<file path="src/rtl/acq_ctl_regs.vh">
/*
  Constants for the acquisition control register block: serial word layout,
  register address, field positions and reset value.
  Assumes inclusion by bare name from the design files under rtl/.
*/
`ifndef ACQ_CTL_REGS_VH
`define ACQ_CTL_REGS_VH

// Serial command word layout
`define WORD_BITS          32
`define WORD_RW_BIT        31
`define WORD_ADDR_HI       30
`define WORD_ADDR_LO       24
`define WORD_DATA_HI       23
`define WORD_DATA_LO       0

// Register addresses
`define ADDR_NOP           7'h00
`define ADDR_ACQ_CTL       7'h01

// Field positions of acquisition_control
`define BIT_LEFT_ARM_ON    23
`define BIT_LEFT_LEG_ON    22
`define BIT_RIGHT_ARM_ON   21
`define BIT_TOPOLOGY       10
`define BIT_GAIN_HI        9
`define BIT_GAIN_LO        8
`define BIT_REF_BUF_ON     7
`define BIT_CLK_SOURCE     6
`define BIT_GANG_MASTER    5
`define BIT_GANG_ON        4
`define BIT_RATE_SEL       3
`define BIT_CONV_RUN       2
`define BIT_POWER_ON       1
`define BIT_SOFT_RESET     0

// Writable bits; reserved bits 20:11 read as zero
`define ACQ_CTL_MASK       24'hE007FF
`define ACQ_CTL_RESET      24'h000000

`endif

</file>
<file path="src/rtl/acq_ctl_block.v">
/*
  Acquisition control register of a three-channel biopotential front end,
  with its serial command port (mode 0 style: sample on rising link clock,
  shift out on falling link clock, MSB first, frame by active-low select).
  Assumes the link clock, select and data input arrive asynchronously and
  are far slower than core_clk (link clock 12.5 MHz vs 100 MHz core).
*/
`timescale 1ns/10ps

`include "acq_ctl_regs.vh"

// Function
// - Command word is 32 bits: read/write flag, 7-bit address, 24 data bits MSB first.
// - Bits 23..21 enable the three channels; zero powers a channel down.
// - Bit 10 selects single-ended (0) or differential (1) inputs.
// - Bits 9:8 set preamp gain code; top code needs user gain calibration.
// - Bit 6 picks crystal (0) or shared clock pin (1) as clock source.
// - Crystal is switched off when the device is a gang-mode slave.
// - Bit 5 picks gang master, driving the sync pin; ignored outside gang mode.
// - Bit 4 enables gang mode, activating clock pin and sync pin.
// - Bit 3 selects 1 MSPS low power or 2 MSPS low noise.
// - Bit 2 runs conversions and filters; clear leaves them idle.
// - Clearing bit 1 powers down analog and crystal; registers keep contents.
// - Writing one to bit 0 starts soft reset of all registers; bit self-clears.
// - Soft reset completes only when a following no-operation command arrives.
module acq_ctl_block
(
  input  wire        core_clk,
  input  wire        reset,
  input  wire        linkClk,
  input  wire        linkSelN,
  input  wire        linkDataIn,
  output reg         linkDataOut,
  output reg         linkDataOutEn,
  output reg         left_arm_channel_on,
  output reg         left_leg_channel_on,
  output reg         right_arm_channel_on,
  output reg         input_topology_select,
  output reg  [1:0]  gainCode,
  output reg         reference_buffer_on,
  output reg         clock_source_select,
  output reg         crystalEnable,
  output reg         gangOn,
  output reg         gangMaster,
  output reg         gangSyncOutEn,
  output reg         sample_rate_select,
  output reg         conversion_run,
  output reg         power_on,
  output reg         softResetPending
);

  // Synchroniser stages for the link pins
  reg  [1:0]  clkSync_reg;
  reg  [1:0]  selSync_reg;
  reg  [1:0]  dinSync_reg;
  reg         clkPrev_reg;

  // Serial engine state
  reg  [31:0] shiftIn_reg;
  reg  [5:0]  bitCount_reg;
  reg  [23:0] shiftOut_reg;
  reg         isRead_reg;
  reg  [23:0] ctl_reg;
  reg         resetArmed_reg;

  wire        clkRise;
  wire        clkFall;
  wire        selActive;
  wire [31:0] wordNow;
  wire [6:0]  wordAddr;
  wire        wordDone;

  // Read value for the address of a word whose first byte has arrived (for read setup)
  function [23:0] readValue;
    input [6:0]  addr;
    input [23:0] ctl;
    begin
      if (addr == `ADDR_ACQ_CTL)
        readValue = ctl & `ACQ_CTL_MASK;
      else
        readValue = 24'h000000;
    end
  endfunction

  // Edge detect on the second synchroniser stage only
  assign clkRise   = clkSync_reg[1] & ~clkPrev_reg;
  assign clkFall   = ~clkSync_reg[1] & clkPrev_reg;
  assign selActive = ~selSync_reg[1];
  assign wordNow   = {shiftIn_reg[30:0], dinSync_reg[1]};
  assign wordAddr  = wordNow[`WORD_ADDR_HI:`WORD_ADDR_LO];
  assign wordDone  = selActive & clkRise & (bitCount_reg == 6'h1F);

  // Two-flop synchronisers
  always @(posedge core_clk)
  begin
    if (reset)
    begin
      clkSync_reg <= 2'h0;
      selSync_reg <= 2'h3;
      dinSync_reg <= 2'h0;
      clkPrev_reg <= 1'b0;
    end
    else
    begin
      clkSync_reg <= {clkSync_reg[0], linkClk};
      selSync_reg <= {selSync_reg[0], linkSelN};
      dinSync_reg <= {dinSync_reg[0], linkDataIn};
      clkPrev_reg <= clkSync_reg[1];
    end
  end

  // Shift in command bits MSB first, count to a full word
  always @(posedge core_clk)
  begin
    if (reset || !selActive)
    begin
      shiftIn_reg  <= 32'h00000000;
      bitCount_reg <= 6'h00;
    end
    else if (clkRise)
    begin
      shiftIn_reg  <= wordNow;
      bitCount_reg <= (bitCount_reg == 6'h1F) ? 6'h00 : bitCount_reg + 6'h01;
    end
  end

  // Read data: load after the 8-bit header, shift on falling edges
  always @(posedge core_clk)
  begin
    if (reset)
    begin
      shiftOut_reg  <= 24'h000000;
      isRead_reg    <= 1'b0;
      linkDataOut   <= 1'b0;
      linkDataOutEn <= 1'b0;
    end
    else
    begin
      linkDataOutEn <= selActive & isRead_reg;
      if (!selActive)
        isRead_reg <= 1'b0;
      else if (clkRise && bitCount_reg == 6'h07)
      begin
        isRead_reg   <= ~wordNow[7];
        shiftOut_reg <= readValue(wordNow[6:0], ctl_reg);
      end
      else if (clkFall && isRead_reg && bitCount_reg >= 6'h08)
      begin
        linkDataOut  <= shiftOut_reg[23];
        shiftOut_reg <= {shiftOut_reg[22:0], 1'b0};
      end
      if (clkRise && bitCount_reg == 6'h1F)
        isRead_reg <= 1'b0;
    end
  end

  // Control register, soft reset handshake
  always @(posedge core_clk)
  begin
    if (reset)
    begin
      ctl_reg        <= `ACQ_CTL_RESET;
      resetArmed_reg <= 1'b0;
    end
    else if (wordDone)
    begin
      if (resetArmed_reg && wordAddr == `ADDR_NOP)
      begin
        ctl_reg        <= `ACQ_CTL_RESET;
        resetArmed_reg <= 1'b0;
      end
      else if (wordNow[`WORD_RW_BIT] && wordAddr == `ADDR_ACQ_CTL)
      begin
        ctl_reg        <= wordNow[23:0] & `ACQ_CTL_MASK & ~24'h000001;
        resetArmed_reg <= resetArmed_reg | wordNow[`BIT_SOFT_RESET];
      end
    end
  end

  // Decode fields to registered control outputs
  always @(posedge core_clk)
  begin
    if (reset)
    begin
      left_arm_channel_on   <= 1'b0;
      left_leg_channel_on   <= 1'b0;
      right_arm_channel_on  <= 1'b0;
      input_topology_select <= 1'b0;
      gainCode              <= 2'h0;
      reference_buffer_on   <= 1'b0;
      clock_source_select   <= 1'b0;
      crystalEnable         <= 1'b0;
      gangOn                <= 1'b0;
      gangMaster            <= 1'b0;
      gangSyncOutEn         <= 1'b0;
      sample_rate_select    <= 1'b0;
      conversion_run        <= 1'b0;
      power_on              <= 1'b0;
      softResetPending      <= 1'b0;
    end
    else
    begin
      left_arm_channel_on   <= ctl_reg[`BIT_LEFT_ARM_ON];
      left_leg_channel_on   <= ctl_reg[`BIT_LEFT_LEG_ON];
      right_arm_channel_on  <= ctl_reg[`BIT_RIGHT_ARM_ON];
      input_topology_select <= ctl_reg[`BIT_TOPOLOGY];
      gainCode              <= ctl_reg[`BIT_GAIN_HI:`BIT_GAIN_LO];
      reference_buffer_on   <= ctl_reg[`BIT_REF_BUF_ON];
      clock_source_select   <= ctl_reg[`BIT_CLK_SOURCE];
      crystalEnable         <= ctl_reg[`BIT_POWER_ON] & ~ctl_reg[`BIT_CLK_SOURCE]
                               & ~(ctl_reg[`BIT_GANG_ON] & ~ctl_reg[`BIT_GANG_MASTER]);
      gangOn                <= ctl_reg[`BIT_GANG_ON];
      gangMaster            <= ctl_reg[`BIT_GANG_ON] & ctl_reg[`BIT_GANG_MASTER];
      gangSyncOutEn         <= ctl_reg[`BIT_GANG_ON] & ctl_reg[`BIT_GANG_MASTER];
      sample_rate_select    <= ctl_reg[`BIT_RATE_SEL];
      conversion_run        <= ctl_reg[`BIT_CONV_RUN] & ctl_reg[`BIT_POWER_ON];
      power_on              <= ctl_reg[`BIT_POWER_ON];
      softResetPending      <= resetArmed_reg;
    end
  end

endmodule // acq_ctl_block

</file>
<file path="config.mk">
export PLATFORM = sky130hd
export DESIGN_NAME = acq_ctl_block
export DESIGN_NICKNAME = d
export VERILOG_FILES = /design/src/rtl/acq_ctl_block.v
export VERILOG_INCLUDE_DIRS = /design/src /design/src/rtl
export SDC_FILE = /design/constraint.sdc
export NUM_CORES = 1
export LEC_CHECK = 0
export ABC_AREA = 0
export BUFFER_PORTS_ARGS = -buffer_cell sky130_fd_sc_hd__buf_2
export CORE_MARGIN = 1.5
export CORE_UTILIZATION = 40
export DETAILED_ROUTE_END_ITERATION = 6
export PLACE_DENSITY_LB_ADDON = 0.12
export SETUP_SLACK_MARGIN = 0.2
export SLEW_MARGIN = 20
export SYNTH_ARGS = -nofsm -noshare
export SYNTH_HDL_FRONTEND = slang
export SYNTH_SLANG_ARGS = --single-unit
</file>
<file path="constraint.sdc">
create_clock -name core_clk -period 2.5 [get_ports core_clk]
set_input_delay 0.125 -clock core_clk [delete_from_list [all_inputs] [get_ports core_clk]]
set_output_delay 0.125 -clock core_clk [all_outputs]
set_load 0.02 [all_outputs]
</file>
==> qor.csv <==
metric,value,unit
Fmax,483,MHz
WHS Endpoint,clkSync_reg[1],
Mapped Cells,404,
"Reg clk slew, reported paths",0.10,ns
Die X,100,µm
hold path depth,2,
Placed Instances,521,
Crit path required time,2.79,ns
setup TNS,0,ns
number of synthesized flops with an enable pin,0,
vias per cell,4.98,
Final min period,2.07,ns
Hold Path Class,in2reg,
diodes inserted,0,
skew final,0.00879,ns
fraction of layout cells with a size suffix above 1,0.183,
min-delay src,reset,
Pleak,0.00149,µW
WL per Instance,13.7,µm
Least-Margin Pin Slew,0.716,ns
Crit. End Element,flop,
R2R Path Start,bitCount_reg[5],
via count,2702,
largest net degree at the start of global routing,36,
Crit Path Category,reg2reg,
CP startpoint kind,flop,
unrepaired setup endpoints after global routing,false,
CORE AREA,9200,µm²
H-tree levels,3,
Crit path arrival time,2.36,ns
Netlist Area Pre-Place,3780,µm²
buffers and inverters on the worst path,1,
most common cell in the netlist,dfxtp_1,
vias in the first global route,2513,
Die Ht,100,µm
row cnt,35,
async set-reset flop share out of synthesis,0,
Post-synth top cells,"99 x dfxtp_1, 82 x nand2_1, 40 x a21oi_1",
max reg flops,31,
R2R setup slack,0.43,ns
syn_area_per_cell,9.37,µm²
first-pass GRT wire length,12.6,mm
yosys warns,0,
Worst path top cell family by delay,simple AND/OR/NAND/NOR gates,
"Period Utilization, post-route",0.828,
synthesized net count,411,
ANT nets after route,0,
Worst Path Max Fanout,10,
maximum VDD drop,0.000442,V
RD Place Congestion,0.738,
nets@finish,434,
Yosys cell types,45,
PortBufs,22,
"Setup violations, final",0,
io pins,23,
post-synth top area cell,dfxtp_1,
CP max stage cell,or3_1,
Clock Latency Late Sink,0.37,ns
Final Hold Vio Count,0,
initial antenna violation count,0,
Congestion Overflow GR,0,
First-pass DRT Iterations,4,
final non-filler cell total,543,
Critical Path Source,bitCount_reg[5],
Max Transition Viols Final,0,
Yosys reg bits,99,
Final Util,0.461,
max_cap viols,0,
number of buffers created by CTS,9,
WHS,0.145,ns
"Largest stage delay, worst path",0.59,ns
worst r2r dst,shiftOut_reg[2],
total track usage,0.162,
CP Cell Sequence,or3_1 -> nor4_4 -> buf_4 -> nand2_2 -> a311oi_2,
final WL,7.43,mm
post-synthesis sequential area ratio,0.524,
Clock Tree Root,clkbuf_8,
power density over the cells,630,nW/µm²
drt drc,0,
Initial Utilization,0.411,
starting DRC count in detailed routing,86,
area grow syn2layout,12.1,%
Die ar.,10100,µm²
Most used DFF post-synth,dfxtp_1,
R2R cell count,5,
Synth area leaders,"dfxtp_1 52%, nand2_1 8.1%, a21oi_1 5.3%, mux2i_1 4.0%, inv_1 2.5%",
post-DP HPWL,4.87,mm
clk sinks,99,
Clock Tree Buf Depth,2,
status,finished clean,
Max transition margin,0.523,
CTS tree,done,
Yosys top cell area share,0.524,
==> per-stage QoR <==
step / total power, µW / setup WS [ns] / area (µm²)
final: 2670 / 0.431 / 4240
after global placement: 1690 / 0.363 / 3990
after global routing: 2780 / 0.285 / 4240
after detailed placement: 1680 / 0.313 / 3990
after floorplan: 1660 / 0.658 / 3780
after CTS: 2710 / 0.312 / 4210
==> worst max path at each step <==
stage                 endpoint  cells past startpoint
2_1_floorplan      ctl_reg[10]                      7
3_3_place_gp   shiftOut_reg[2]                      6
3_5_place_dp   shiftOut_reg[2]                      6
4_1_cts        shiftOut_reg[2]                      6
5_1_grt        shiftOut_reg[6]                      5
6_report       shiftOut_reg[2]                      5
==> placed cells by master, fill, tap and decap left out, drive strengths merged, types with 3 or more instances in the layout <==
cell,netlist,routed
nand2b,15,15
clkinv,0,3
nand4,10,10
dfxtp,99,99
clkbuf,18,10
a22o,10,10
or2,4,4
nand2,84,84
inv,25,26
a211oi,11,11
buf,10,37
or3,3,3
nor2,7,7
a21oi,41,41
nor3,4,4
o21ai,4,4
dlygate4sd3,0,3
a221oi,10,10
and2,3,3
nor2b,10,10
mux2i,16,16
==> logic make-up (layout without fill, tap and decap cells) <==
logic type | Yosys count | count (layout) | synth area share
DFF | 99 | 99 | 0.524
buffers and inverters | 53 | 81 | 0.0608
adders and majority gates | 2 | 2 | 0.00661
AOI/OAI and AO/OA | 80 | 80 | 0.158
and+or+nand+nor | 151 | 151 | 0.198
muxes | 16 | 16 | 0.0456
xor gates and xnor gates | 3 | 3 | 0.00695
==> area by class of cell <==
cell class	instances	area [µm²]
Inverter	25	93.8
Clock buffer	10	128
Sequential cell	99	1980
Tap cell	111	139
Clock inverter	6	65.1
Fill cell	903	4960
Multi-Input combinational cell	252	1580
Timing Repair Buffer	40	253
==> routing by layer <==
metal  global-route usage  wire (µm)
met1                0.225       3750
met4               0.0531        100
met5                    0          0
met3               0.0522        245
met2                0.239       3330
==> power breakdown <==
part	switching (µW)	internal, µW	total [µW]
combinational	43.6	21.5	65.1
clock	556	465	1020
sequential	4.85	1580	1590
==> timing repair <==
| item | in CTS | in global routing |
|---|---|---|
| resized for setup | 0 | 3 |
| hold buffers | 3 | 0 |
| hold endpoints to repair | 3 | 0 |
| endpoints found under the setup margin | 0 | 22 |
| setup buffers | 0 | 3 |
(Power assumes the default switching activity.)
